**src/bcc_pkg.sv**
```systemverilog
package bcc_pkg;
  // ==========================================================
  // register map (byte offsets on the register port)
  localparam logic [7:0]  BCC_OFF_MODE  = 8'h00;
  localparam logic [7:0]  BCC_OFF_SRC   = 8'h04;
  localparam logic [7:0]  BCC_OFF_DST   = 8'h08;
  localparam logic [7:0]  BCC_OFF_FC    = 8'h0c;
  localparam logic [7:0]  BCC_OFF_CNT   = 8'h10;
  localparam logic [7:0]  BCC_OFF_FLAGS = 8'h14;
  // ==========================================================
  // channel_mode_word fields
  localparam int BCC_M_STR   = 0;
  localparam int BCC_M_RST   = 1;
  localparam int BCC_M_BT    = 2;
  localparam int BCC_M_DST_OPERAND_WIDTH = 4;
  localparam int BCC_M_SRC_OPERAND_WIDTH = 6;
  localparam int BCC_M_DST_STEP_ENABLE  = 8;
  localparam int BCC_M_SRC_STEP_ENABLE  = 9;
  localparam int BCC_M_REQUEST_SOURCE_SELECT  = 10;
  localparam int BCC_M_ERROR_IRQ_ENABLE  = 12;
  localparam int BCC_M_NORMAL_IRQ_ENABLE  = 13;
  localparam int BCC_M_ECO   = 14;
  // channel_event_flags fields
  localparam int BCC_F_DONE = 0;
  localparam int BCC_F_BED  = 1;
  localparam int BCC_F_BES  = 2;
  localparam int BCC_F_DNS  = 3;
  // ==========================================================
  // reset values
  localparam logic [15:0] BCC_MODE_RST  = 16'h0000;
  localparam logic [7:0]  BCC_FLAGS_RST = 8'h00;
  localparam logic [7:0]  BCC_FC_RST    = 8'h00;
  localparam logic [23:0] BCC_PTR_RST   = 24'h000000;
  localparam logic [15:0] BCC_CNT_RST   = 16'h0000;
  // ==========================================================
  // encodings
  localparam logic [1:0] BCC_REQ_LIMITED = 2'h0;
  localparam logic [1:0] BCC_REQ_MAXRATE = 2'h1;
  localparam logic [1:0] BCC_REQ_EXT_LVL = 2'h2;
  localparam logic [1:0] BCC_REQ_EXT_EDG = 2'h3;
  localparam logic [1:0] BCC_SIZE_WORD   = 2'h2;
  // ==========================================================
  // bandwidth window (1024 clocks) and per-BT allowances
  localparam logic [9:0] BCC_BW_75  = 10'h300;
  localparam logic [9:0] BCC_BW_50  = 10'h200;
  localparam logic [9:0] BCC_BW_25  = 10'h100;
  localparam logic [9:0] BCC_BW_12  = 10'h080;
  typedef enum logic [1:0] {
    BCC_IDLE = 2'b00,
    BCC_ARB  = 2'b01,
    BCC_RD   = 2'b10,
    BCC_WR   = 2'b11
  } bcc_state_e;
endpackage
```
**src/bcc_channel.sv**
```systemverilog
`timescale 1ns/100ps
module bcc_channel (
  // clock and reset
  input  wire logic        i_core_clk,
  input  wire logic        i_sys_rst,
  // register port
  input  wire logic [7:0]  i_reg_addr,
  input  wire logic [31:0] i_reg_wdata,
  input  wire logic        i_reg_wr,
  input  wire logic        i_reg_rd,
  output logic      [31:0] o_reg_rdata,
  // system bus master
  output logic             o_bus_req,
  input  wire logic        i_bus_grant,
  output logic      [23:0] o_bus_addr,
  output logic      [2:0]  o_space_code_pins,
  output logic             o_bus_rd,
  output logic             o_bus_wr,
  output logic             o_bus_upper,
  output logic             o_bus_lower,
  output logic      [15:0] o_bus_wdata,
  input  wire logic [15:0] i_bus_rdata,
  input  wire logic        i_bus_cycle_ack,
  input  wire logic        i_bus_err,
  // peripheral handshake
  input  wire logic        i_transfer_request_in,
  output logic             o_transfer_ack_out,
  input  wire logic        i_end_of_block,
  output logic             o_end_of_block,
  output logic             o_end_of_block_oe,
  // interrupt request
  output logic             o_irq_req
);
  import bcc_pkg::*;

  // ==========================================================
  // state
  logic [15:0] mode_q;
  logic [7:0]  flags_q, flags_set, flags_clr;
  logic [7:0]  fc_q;
  logic [23:0] src_q, dst_q;
  logic [15:0] cnt_q, cnt_nxt;
  logic [15:0] hold_q;
  bcc_state_e  state_q, state_d;
  logic        act_q, idx_q, eob_seen_q, pend_q, req_prev_q;
  logic [2:0]  off_q;
  logic [9:0]  win_q, used_q, bw_lim;
  logic [31:0] rdata_q;
  logic        bus_req_q, bus_rd_q, bus_wr_q, upper_q, lower_q;
  logic [23:0] bus_addr_q;
  logic [2:0]  fcp_q;
  logic [15:0] wdata_q;
  logic        ack_out_q, eob_q, eob_oe_q, irq_q;

  // ==========================================================
  // decode of mode bits
  logic       soft_rst, str, ext_mode, peripheral_side_select;
  logic       src_word, dst_word, nb_two, rd_word, wr_word;
  logic       is_rd, cyc_word, phase_end, periph_phase, go;
  logic [2:0] cyc_step;
  logic [23:0] cyc_addr;
  logic       ack_ok, err_hit, last_cyc, eob_in, wr_end;
  logic       mode_wr, flags_wr;
  logic       stop_hw;

  assign soft_rst = i_sys_rst | mode_q[BCC_M_RST];
  assign str      = mode_q[BCC_M_STR];
  assign ext_mode = mode_q[BCC_M_REQUEST_SOURCE_SELECT+1];
  assign peripheral_side_select      = mode_q[BCC_M_ECO];
  assign src_word = mode_q[BCC_M_SRC_OPERAND_WIDTH+:2] == BCC_SIZE_WORD;
  assign dst_word = mode_q[BCC_M_DST_OPERAND_WIDTH+:2] == BCC_SIZE_WORD;
  // a packed operand is two bytes unless only one byte remains
  assign nb_two   = (src_word | dst_word) & (cnt_q != 16'h0001);
  assign rd_word  = nb_two & src_word & ~src_q[0];
  assign wr_word  = nb_two & dst_word & ~dst_q[0];
  assign is_rd    = state_q == BCC_RD;
  assign cyc_word = is_rd ? rd_word : wr_word;
  // byte side facing a word side steps by two per cycle, like MOVEP
  always_comb begin
    if (cyc_word) begin
      cyc_step = 3'h2;
    end else if (is_rd ? (~src_word & dst_word) : (~dst_word & src_word)) begin
      cyc_step = 3'h2;
    end else begin
      cyc_step = 3'h1;
    end
  end
  assign cyc_addr  = (is_rd ? src_q : dst_q) + {21'h0, off_q};
  assign phase_end = cyc_word | idx_q | ~nb_two;
  assign periph_phase = ext_mode & (is_rd ? ~peripheral_side_select : peripheral_side_select);
  assign ack_ok    = act_q & i_bus_cycle_ack & ~i_bus_err;
  assign err_hit   = act_q & i_bus_err;
  assign cnt_nxt   = cnt_q - (nb_two ? 16'h0002 : 16'h0001);
  assign last_cyc  = (state_q == BCC_WR) & phase_end & (cnt_nxt == 16'h0000);
  assign wr_end    = (state_q == BCC_WR) & ack_ok & phase_end;
  // input is only looked at while this end is not driving the pin
  assign eob_in    = i_end_of_block & ~eob_oe_q & ack_ok
                   & (~ext_mode | periph_phase);
  assign mode_wr   = i_reg_wr & (i_reg_addr == BCC_OFF_MODE);
  assign flags_wr  = i_reg_wr & (i_reg_addr == BCC_OFF_FLAGS);

  // ==========================================================
  // request source
  always_comb begin
    case (mode_q[BCC_M_BT+:2])
      2'h0:    bw_lim = BCC_BW_75;
      2'h1:    bw_lim = BCC_BW_50;
      2'h2:    bw_lim = BCC_BW_25;
      default: bw_lim = BCC_BW_12;
    endcase
  end
  always_comb begin
    case (mode_q[BCC_M_REQUEST_SOURCE_SELECT+:2])
      BCC_REQ_LIMITED: go = str & (used_q < bw_lim);
      BCC_REQ_MAXRATE: go = str;
      BCC_REQ_EXT_LVL: go = str & i_transfer_request_in;
      BCC_REQ_EXT_EDG: go = str & pend_q;
      default:         go = 1'b0;
    endcase
  end

  // edge request is only latched once start is set
  always_ff @(posedge i_core_clk) begin
    if (soft_rst) begin
      pend_q     <= 1'b0;
      req_prev_q <= 1'b0;
    end else begin
      req_prev_q <= i_transfer_request_in;
      if (i_transfer_request_in & ~req_prev_q & str) begin
        pend_q <= 1'b1;
      end else if (state_q == BCC_ARB && i_bus_grant) begin
        pend_q <= 1'b0;
      end
    end
  end

  // window restarts whenever the channel is re-enabled
  always_ff @(posedge i_core_clk) begin
    if (soft_rst || !str) begin
      win_q  <= 10'h000;
      used_q <= 10'h000;
    end else begin
      win_q  <= win_q + 10'h001;
      if (win_q == 10'h3ff) begin
        used_q <= 10'h000;
      end else if (bus_req_q) begin
        used_q <= used_q + 10'h001;
      end
    end
  end

  // ==========================================================
  // sequencer
  always_comb begin
    state_d = state_q;
    case (state_q)
      BCC_IDLE: if (go) state_d = BCC_ARB;
      BCC_ARB: begin
        if (!go) begin
          state_d = BCC_IDLE;
        end else if (i_bus_grant) begin
          state_d = BCC_RD;
        end
      end
      BCC_RD: begin
        if (err_hit) begin
          state_d = BCC_IDLE;
        end else if (ack_ok && phase_end) begin
          state_d = BCC_WR;
        end
      end
      BCC_WR: begin
        if (err_hit) begin
          state_d = BCC_IDLE;
        end else if (wr_end) begin
          // stopping takes effect only at an operand boundary
          state_d = (str && !stop_hw) ? BCC_ARB : BCC_IDLE;
        end
      end
      default: state_d = BCC_IDLE;
    endcase
  end
  assign stop_hw = cnt_nxt == 16'h0000 || eob_seen_q || eob_in;

  always_ff @(posedge i_core_clk) begin
    if (soft_rst) begin
      state_q    <= BCC_IDLE;
      act_q      <= 1'b0;
      idx_q      <= 1'b0;
      off_q      <= 3'h0;
      eob_seen_q <= 1'b0;
    end else begin
      state_q <= state_d;
      if ((is_rd || state_q == BCC_WR) && !act_q) begin
        act_q <= 1'b1;
      end else if (ack_ok || err_hit) begin
        act_q <= 1'b0;
      end
      if (err_hit || state_q == BCC_IDLE) begin
        idx_q <= 1'b0;
        off_q <= 3'h0;
      end else if (ack_ok) begin
        idx_q <= ~phase_end;
        off_q <= phase_end ? 3'h0 : off_q + cyc_step;
      end
      if (eob_in) begin
        eob_seen_q <= 1'b1;
      end else if (err_hit || wr_end) begin
        eob_seen_q <= 1'b0;
      end
    end
  end

  // ==========================================================
  // bus outputs, launched in the first cycle of each access
  always_ff @(posedge i_core_clk) begin
    if (soft_rst) begin
      bus_req_q  <= 1'b0;
      bus_rd_q   <= 1'b0;
      bus_wr_q   <= 1'b0;
      upper_q    <= 1'b0;
      lower_q    <= 1'b0;
      bus_addr_q <= BCC_PTR_RST;
      fcp_q      <= 3'h0;
      wdata_q    <= 16'h0000;
      ack_out_q  <= 1'b0;
      eob_q      <= 1'b0;
      eob_oe_q   <= 1'b0;
    end else begin
      bus_req_q <= state_d != BCC_IDLE;
      if ((is_rd || state_q == BCC_WR) && !act_q) begin
        bus_rd_q   <= is_rd;
        bus_wr_q   <= ~is_rd;
        bus_addr_q <= cyc_addr;
        fcp_q      <= is_rd ? fc_q[2:0] : fc_q[6:4];
        upper_q    <= cyc_word | ~cyc_addr[0];
        lower_q    <= cyc_word | cyc_addr[0];
        if (cyc_word) begin
          wdata_q <= hold_q;
        end else begin
          wdata_q <= idx_q ? {2{hold_q[7:0]}} : {2{hold_q[15:8]}};
        end
        ack_out_q <= periph_phase;
        eob_q     <= last_cyc;
        eob_oe_q  <= last_cyc;
      end else if (ack_ok || err_hit) begin
        bus_rd_q  <= 1'b0;
        bus_wr_q  <= 1'b0;
        upper_q   <= 1'b0;
        lower_q   <= 1'b0;
        ack_out_q <= 1'b0;
        eob_q     <= 1'b0;
        eob_oe_q  <= 1'b0;
      end
    end
  end

  // ==========================================================
  // holding latch, pointers, count (kept across stop)
  always_ff @(posedge i_core_clk) begin
    if (i_sys_rst) begin
      hold_q <= 16'h0000;
    end else if (is_rd && ack_ok) begin
      if (cyc_word) begin
        hold_q <= i_bus_rdata;
      end else if (idx_q || !nb_two) begin
        hold_q[7:0] <= cyc_addr[0] ? i_bus_rdata[7:0] : i_bus_rdata[15:8];
        if (!nb_two) begin
          hold_q[15:8] <= cyc_addr[0] ? i_bus_rdata[7:0] : i_bus_rdata[15:8];
        end
      end else begin
        hold_q[15:8] <= cyc_addr[0] ? i_bus_rdata[7:0] : i_bus_rdata[15:8];
      end
    end
  end

  always_ff @(posedge i_core_clk) begin
    if (i_sys_rst) begin
      src_q <= BCC_PTR_RST;
      dst_q <= BCC_PTR_RST;
      cnt_q <= BCC_CNT_RST;
      fc_q  <= BCC_FC_RST;
    end else begin
      if (i_reg_wr && i_reg_addr == BCC_OFF_SRC) begin
        src_q <= i_reg_wdata[23:0];
      end else if (is_rd && ack_ok && phase_end && mode_q[BCC_M_SRC_STEP_ENABLE]) begin
        src_q <= src_q + {21'h0, off_q + cyc_step};
      end
      if (i_reg_wr && i_reg_addr == BCC_OFF_DST) begin
        dst_q <= i_reg_wdata[23:0];
      end else if (wr_end && mode_q[BCC_M_DST_STEP_ENABLE]) begin
        dst_q <= dst_q + {21'h0, off_q + cyc_step};
      end
      if (i_reg_wr && i_reg_addr == BCC_OFF_CNT) begin
        cnt_q <= i_reg_wdata[15:0];
      end else if (wr_end) begin
        cnt_q <= cnt_nxt;
      end
      if (i_reg_wr && i_reg_addr == BCC_OFF_FC) begin
        fc_q <= i_reg_wdata[7:0];
      end
    end
  end

  // ==========================================================
  // mode word and event flags
  always_ff @(posedge i_core_clk) begin
    if (soft_rst) begin
      mode_q <= BCC_MODE_RST;
    end else if (mode_wr) begin
      mode_q <= {1'b0, i_reg_wdata[14:0]};
    end else if (err_hit || (wr_end && stop_hw)) begin
      mode_q[BCC_M_STR] <= 1'b0;
    end
  end

  always_comb begin
    flags_set = 8'h00;
    flags_set[BCC_F_BES]  = err_hit & is_rd;
    flags_set[BCC_F_BED]  = err_hit & ~is_rd;
    flags_set[BCC_F_DONE] = wr_end & stop_hw;
    // only a peripheral-driven end counts, not an exhausted count
    flags_set[BCC_F_DNS]  = eob_in & periph_phase & nb_two
                          & ~cyc_word & ~idx_q;
    flags_clr = flags_wr ? i_reg_wdata[7:0] : 8'h00;
  end

  // an event in the same cycle as its clear still lands
  always_ff @(posedge i_core_clk) begin
    if (soft_rst) begin
      flags_q <= BCC_FLAGS_RST;
    end else begin
      flags_q <= ((flags_q & ~flags_clr) | flags_set) & 8'h0f;
    end
  end

  always_ff @(posedge i_core_clk) begin
    if (soft_rst) begin
      irq_q <= 1'b0;
    end else begin
      irq_q <= (flags_q[BCC_F_DONE] & mode_q[BCC_M_NORMAL_IRQ_ENABLE])
             | ((flags_q[BCC_F_BES] | flags_q[BCC_F_BED])
                & mode_q[BCC_M_ERROR_IRQ_ENABLE]);
    end
  end

  // ==========================================================
  // register read port, data one cycle after the strobe
  always_ff @(posedge i_core_clk) begin
    if (i_sys_rst) begin
      rdata_q <= 32'h00000000;
    end else if (i_reg_rd) begin
      case (i_reg_addr)
        BCC_OFF_MODE:  rdata_q <= {16'h0000, mode_q};
        BCC_OFF_SRC:   rdata_q <= {8'h00, src_q};
        BCC_OFF_DST:   rdata_q <= {8'h00, dst_q};
        BCC_OFF_FC:    rdata_q <= {24'h0, 1'b1, fc_q[6:4], 1'b1, fc_q[2:0]};
        BCC_OFF_CNT:   rdata_q <= {16'h0000, cnt_q};
        BCC_OFF_FLAGS: rdata_q <= {24'h0, flags_q};
        default:       rdata_q <= 32'h00000000;
      endcase
    end else begin
      rdata_q <= 32'h00000000;
    end
  end

  assign o_reg_rdata        = rdata_q;
  assign o_bus_req          = bus_req_q;
  assign o_bus_addr         = bus_addr_q;
  assign o_space_code_pins  = fcp_q;
  assign o_bus_rd           = bus_rd_q;
  assign o_bus_wr           = bus_wr_q;
  assign o_bus_upper        = upper_q;
  assign o_bus_lower        = lower_q;
  assign o_bus_wdata        = wdata_q;
  assign o_transfer_ack_out = ack_out_q;
  assign o_end_of_block     = eob_q;
  assign o_end_of_block_oe  = eob_oe_q;
  assign o_irq_req          = irq_q;
endmodule

```
**config.mk**
```make
export PLATFORM = sky130hd
export DESIGN_NAME = bcc_channel
export DESIGN_NICKNAME = d
export VERILOG_FILES = /design/src/bcc_pkg.sv /design/src/bcc_channel.sv
export SDC_FILE = /design/constraint.sdc
export NUM_CORES = 1
export LEC_CHECK = 0
export BUFFER_PORTS_ARGS = -buffer_cell sky130_fd_sc_hd__buf_2
export CAP_MARGIN = 20
export CORE_ASPECT_RATIO = 0.9
export CORE_MARGIN = 2
export CORE_UTILIZATION = 50
export CTS_CLUSTER_SIZE = 28
export DETAILED_ROUTE_END_ITERATION = 8
export MAX_ROUTING_LAYER = met4
export PLACE_DENSITY_LB_ADDON = 0.12
export RECOVER_POWER = 25
export SLEW_MARGIN = 10
export SYNTH_ARGS = -nofsm -noshare
export SYNTH_HDL_FRONTEND = slang
export SYNTH_SLANG_ARGS = --single-unit
```
**constraint.sdc**
```tcl
create_clock -name i_core_clk -period 5.4 [get_ports i_core_clk]
set_input_delay 0.27 -clock i_core_clk [delete_from_list [all_inputs] [get_ports i_core_clk]]
set_output_delay 0.27 -clock i_core_clk [all_outputs]
set_load 0.01 [all_outputs]
```
* Word-level counts from Yosys, hierarchy flattened
Index checks and enable logic that the tools add are counted.
Storage, ports and cells: flip-flop bits (word level) 219, bits in latches 0, memory bits (writable) 0, ROM bits 0, bits of input ports 65, output and inout bits 84, logic and storage cells 212, memories 0
Operators by class: add/subtract/negate cells 7, $mul 0, div/mod/pow operators 0, magnitude comparators 1, eq/ne operators 18, shifts and indexed selects 0, multiplexer cells 49, bitwise gates (word level) 62, reduce and logical (&&, ||, !) cells 45
Operators by type and width (number):
- $pmux W24 S6 | 1
- $mux W24 | 5
- $mux W16 | 5
- $add A24 B3 Y24 | 3
- $and A1 B1 Y1 | 34
- $mux W8 | 4
- $pmux W10 S3 | 1
- $add A10 B1 Y10 const B | 2
- $mux W1 | 18
- $mux W2 | 9
- $reduce_bool A2 Y1 | 9
- $eq A8 B4 Y1 const B | 2
- $eq A8 B5 Y1 const B | 2
- $logic_not A16 Y1 | 1
- $ne A16 B1 Y1 const B | 1
- $not A1 Y1 | 16
- $sub A16 B2 Y16 | 1
- $eq A2 B2 Y1 const B | 7
- $logic_and A1 B1 Y1 | 13
- $eq A10 B10 Y1 const B | 1
- $lt A10 B10 Y1 | 1
- $logic_or A1 B1 Y1 | 9
- $mux W3 | 3
- $or A1 B1 Y1 | 9
- other kinds (15) | 25

* Longest topological paths before layout
depth in word-level cells 15, gate-level depth with buffers 21, mapped depth without buffers 17

* Worst setup path after synthesis
No wires, ideal clock.
kind register to register, from reg state_q[1], to reg src_q[17], arrival time 4097 ps, required time 5314 ps, setup slack 1218 ps, stages on the path, launching flop included 21, buffers on the path 5, cell sequence dfxtp_1 -> buf_2 -> and2b_1 -> buf_4 -> buf_6 -> buf_2 -> clkbuf_1 -> nor2_1 -> a211oi_1 -> ha_1 -> inv_1 -> fa_1 -> inv_1 -> ha_1 -> a21o_1 -> a21oi_1 -> nor4_1 -> nand2_1 -> nor3_1 -> xnor2_1 -> a211oi_1
On the way: cells in the longest elaborated chain, start to end 8, elaborated cells between the ends (all ways) 15, those cells by class 2 x add/sub; 1 x eq/ne; 6 x mux; 2 x bitwise; 4 x reduce/logical
Ends and longest elaborated chain:
- start, declared | RTL line bcc_channel.sv:44 | bcc_state_e state_q, state_d;
- start signal, assigned | RTL line bcc_channel.sv:193 | state_q <= state_d;
- $eq A2 B2 Y1 * | RTL line bcc_channel.sv:76 | assign is_rd = state_q == BCC_RD;
- $mux W1 | RTL line bcc_channel.sv:82 | end else if (is_rd ? (~src_word & dst_word) : (~dst_word & src_word)) begin
- $mux W2 | RTL line bcc_channel.sv:82
- $mux W3 | RTL line bcc_channel.sv:80 | if (cyc_word) begin
- $add A3 B3 Y3 | RTL line bcc_channel.sv:287 | src_q <= src_q + {21'h0, off_q + cyc_step};
- $add A24 B3 Y24 | RTL line bcc_channel.sv:287
- $mux W24 | RTL line bcc_channel.sv:286 | end else if (is_rd && ack_ok && phase_end && mode_q[BCC_M_SRC_STEP_ENABLE]) begin
- $mux W24 | RTL line bcc_channel.sv:284 | if (i_reg_wr && i_reg_addr == BCC_OFF_SRC) begin
- end signal, assigned | RTL line bcc_channel.sv:285 | src_q <= i_reg_wdata[23:0];
- end signal, assigned | RTL line bcc_channel.sv:287
- end, declared | RTL line bcc_channel.sv:41 | logic [23:0] src_q, dst_q;
Every way passes the cells marked *; elsewhere a longest branch is shown, timed or not. The select of a mux whose other input is x is not followed. A chain may end at the register's enable or synchronous reset.

* Worst setup path in the final report
from reg cnt_q[10], to reg src_q[17]
On the way: cells in the longest elaborated chain, start to end 10, elaborated cells between the ends (all ways) 18, those cells by class 2 x add/sub; 1 x eq/ne; 4 x mux; 8 x bitwise; 3 x reduce/logical
Ends and longest elaborated chain:
- start, declared | RTL line bcc_channel.sv:42 | logic [15:0] cnt_q, cnt_nxt;
- start signal, assigned | RTL line bcc_channel.sv:295 | cnt_q <= i_reg_wdata[15:0];
- start signal, assigned | RTL line bcc_channel.sv:297 | cnt_q <= cnt_nxt;
- $ne A16 B1 Y1 * | RTL line bcc_channel.sv:73 | assign nb_two = (src_word | dst_word) & (cnt_q != 16'h0001);
- $and A1 B1 Y1 * | RTL line bcc_channel.sv:73
- $and A1 B1 Y1, on equally long branches (2 in series) | RTL line bcc_channel.sv:75, bcc_channel.sv:74
- $mux W1 | RTL line bcc_channel.sv:77 | assign cyc_word = is_rd ? rd_word : wr_word;
- $mux W3 or $or A1 B1 Y1 (tied branches) | RTL line bcc_channel.sv:80, bcc_channel.sv:89
- $add A3 B3 Y3 or $or A1 B1 Y1 (tied branches) | RTL line bcc_channel.sv:287, bcc_channel.sv:89
- $add A24 B3 Y24 or $logic_and A1 B1 Y1 (tied branches) | RTL line bcc_channel.sv:287, bcc_channel.sv:286
- $mux W24 or $logic_and A1 B1 Y1 (tied branches) | RTL line bcc_channel.sv:286
- $mux W24 or $reduce_bool A2 Y1 (tied branches)
Marked as above.

==> run_results.csv <==
group,metric,value,unit
outcome,status,"completed",
clocking,cts_hold_buf,0,
route,drtAntennaViolNets,0,
sta,slew_viol_final,0,
synth,synth_most_common_cell,"nor2_1",
clocking,clkTransAtPathRegs,0.06,ns
global_routing,grt_start_max_net_pins,75,
min_path,hold_path.class,"in2reg",
synth,ys_ff_latch,210,
clocking,post_cts_resize_count,0,
synth,netlist_area,11000,um2
floorplanning,fp.dieH,144,um
synth,synth.avg_cell_area,8.29,um2
finish,fillCellCount,2154,
placement,port_buffers,132,
finish,drive_gt1_share,9.52,%
sta,fin_setup_tns,0,ns
sta,rsz0062_at_grt,"no",
synth,async_flop_share,0,%
floorplanning,start_util,50.8,%
clocking,cts_buffers,23,
critical_path,required,5.82,ns
placement,place_ws,0.830,ns
clocking,clock_sinks,210,
clocking,cts_root_buf,"clkbuf_16",
sta,fin_skew,0.0142,ns
synth,synth_ff_type,"dfxtp_1",
synth,synth_mux_area_share,6.35,%
floorplanning,coreArea,21600,um2
critical_path,max_stage_delay,0.50,ns
floorplanning,fp.dieArea,23100,um2
route,wl,32600,um
global_routing,grtUsageTotal,28.4,%
critical_path,cp_max_fo,8,
clocking,htree_levels,1,
synth,ys_types,76,
synth,synth_top_family_by_area,"simple AND/OR/NAND/NOR gates",
synth,synth-edff-count,0,
global_routing,first_global_vias,8947,
global_routing,overflow,0,
critical_path,path_cells,"nor3_2, nand4_1, nor2_1, nor2_1, a211oi_1, ha_1, inv_1, fa_1, inv_1, ha_1, a21o_1, a21oi_1, nor4_1, buf_4, nand2_1, nor3_1, xnor2_1, a211oi_1",
route,dr.pass1.iters,7,
critical_path,end_kind,"register",
sta,hold_viol_final,0,
synth,synthCells,1321,
power,p_per_area,259,nW/um2
placement,hpwl,23700,um
route,drt_iter0_drc,1007,
route,drc,0,
finish,diodes,0,
clocking,tritoncts,"yes",
synth,yosys.area.top_type_share,38.4,%
sta,relSlewSlack,29.9,%
flow_run,maxCapViolations,0,
floorplanning,die_w,160,um
critical_path,cp_num_buf_inv,3,
route,vias_per_cell,5.82,
clocking,clk_latency,0.52,ns
power,leakage,0.00446,uW
synth,yosysWarnings,0,
clocking,post-cts-setup-buffers,0,
route,routedWlPerCell,19.0,um
critical_path,crit_slowest_cell,"fa_1",
synth,synth_top_cell_by_area,"dfxtp_1",
sta,final.setup.worst_slack,0.766,ns
sta,finalSetupViolCount,0,
clocking,cts_max_path_buffers,3,
synth,ys_seq_area_share,38.4,%
placement,placed_cells,1668,
global_routing,antenna_found_initial,0,
sta,min_period,4.63,ns
route,vias,9940,
sta,fin_crit_sh,85.8,%
critical_path,criticalPathCategory,"reg2reg",
critical_path,path_delay_family,"simple AND/OR/NAND/NOR gates",
synth,synth_simple_gate_area_share,24.0,%
synth,synth-compound-area-share,16.7,%
global_routing,grt_first_pass_wirelength,50700,um
synth,yosys.area_share.adder,2.74,%
finish,nNetsFinal,1489,
critical_path,start_kind,"register",
synth,synthTopCellsByCount,"nor2_1, dfxtp_1, nand2_1, a211oi_1, clkbuf_1",
sta,whs,0.0138,ns
placement,gp_congestion,0.963,
critical_path,cp_data_arrival_time,5.06,ns
sta,clock.fmax,0.216,GHz
floorplanning,row_count,51,
floorplanning,num_io_pins,149,
power,peakVddDrop,0.000228,V
synth,synth-xor-area-share,7.44,%
finish,syn_to_final_growth,12.8,%
finish,fin_cells,1709,
synth,synthTopCellsByArea,"dfxtp_1, nor2_1, a211oi_1, mux2i_1, nand2_1",
sta,worstMarginPinSlew,1.05,ns
[layer usage]
metal | vias to the layer above | share of wire, % | track usage (%) | wire, um
met3 | 50 | 9.3 | 5.36 | 3040
met2 | 427 | 41 | 41.5 | 13500
met5 | - | 0 | - | 0
met1 | 4606 | 47 | 41.0 | 15300
li1 | 4857 | - | - | -
met4 | 0 | 2.1 | 6.02 | 678
[cell type report]
class | count | area (um2) | area share, %
clock inverter | 6 | 60.1 | 0.486
timing repair buffer | 148 | 702 | 5.68
clock buffer | 34 | 677 | 5.48
sequential | 210 | 4200 | 34.0
tap | 291 | 364 | 2.95
multi-input combinational | 1010 | 6310 | 51.1
inverter | 10 | 37.5 | 0.304
[cell usage in the layout (no fill, tap or decap), types with 7 or more instances in the layout]
master     count
a22o_1        11
clkbuf_16     23
nand2_1      137
inv_1         10
clkbuf_1      74
ha_1          16
a221oi_1      10
xnor2_1       47
mux2i_1       65
nor4_1        13
a22oi_1       22
nor3_1        20
a31oi_1        8
xor2_1        46
a21oi_1       63
and3_1        29
nor2b_1        7
o21ai_0       14
buf_4         15
nor2_1       215
nand3_1       53
a211oi_1      94
nand4_1       18
dfxtp_1      210
nand2b_1      13
conb_1         8
buf_2         63
[through the flow]
step / power (uW) / cell area [um2] / utilization [%]
2_1_floorplan: 1630 / 11000 / -
3_3_place_gp: 1680 / 11700 / 54.2
3_5_place_dp: 1680 / 11700 / 54.2
4_1_cts: 3220 / 12400 / 57.6
5_1_grt: 3290 / 12400 / 57.3
6_report: 3200 / 12400 / 57.3
[path summary, 6_finish.rpt]
check,from,endpoint,slack (ns),depth (start not counted)
max,cnt_q[10],src_q[17],0.77,18
min,i_transfer_request_in,req_prev_q,0.01,2
max reg2reg,cnt_q[10],src_q[17],0.77,18
min reg2reg,o_bus_addr[13],o_bus_addr[13],0.45,2
[cells by family after synthesis]
family                     after synthesis
other                                    1
and+or+nand+nor                        559
adders and majority gates               21
xor gates and xnor gates                93
DFF                                    210
muxes                                   69
buffers and inverters                  108
AOI/OAI and AO/OA                      260
[registers in the layout, summed over array words and instances, names as in the netlist, 3 cells and up]
register,cells
mode_q,15
o_bus_addr,24
fc_q,6
o_bus_wdata,16
o_space_code_pins,3
cnt_q,16
dst_q,24
o_reg_rdata,24
used_q,10
off_q,3
win_q,10
hold_q,16
src_q,24
flags_q,4
[report_power, final]
group,total [uW],switching [uW],leakage (uW),internal [uW]
Combinational,92.0,65.6,0.00242,26.4
Sequential,1550,2.62,0.00169,1550
Clock,1550,642,0.000359,911
Total,3200,710,0.00446,2490
Power figures use the tool's default switching activity.
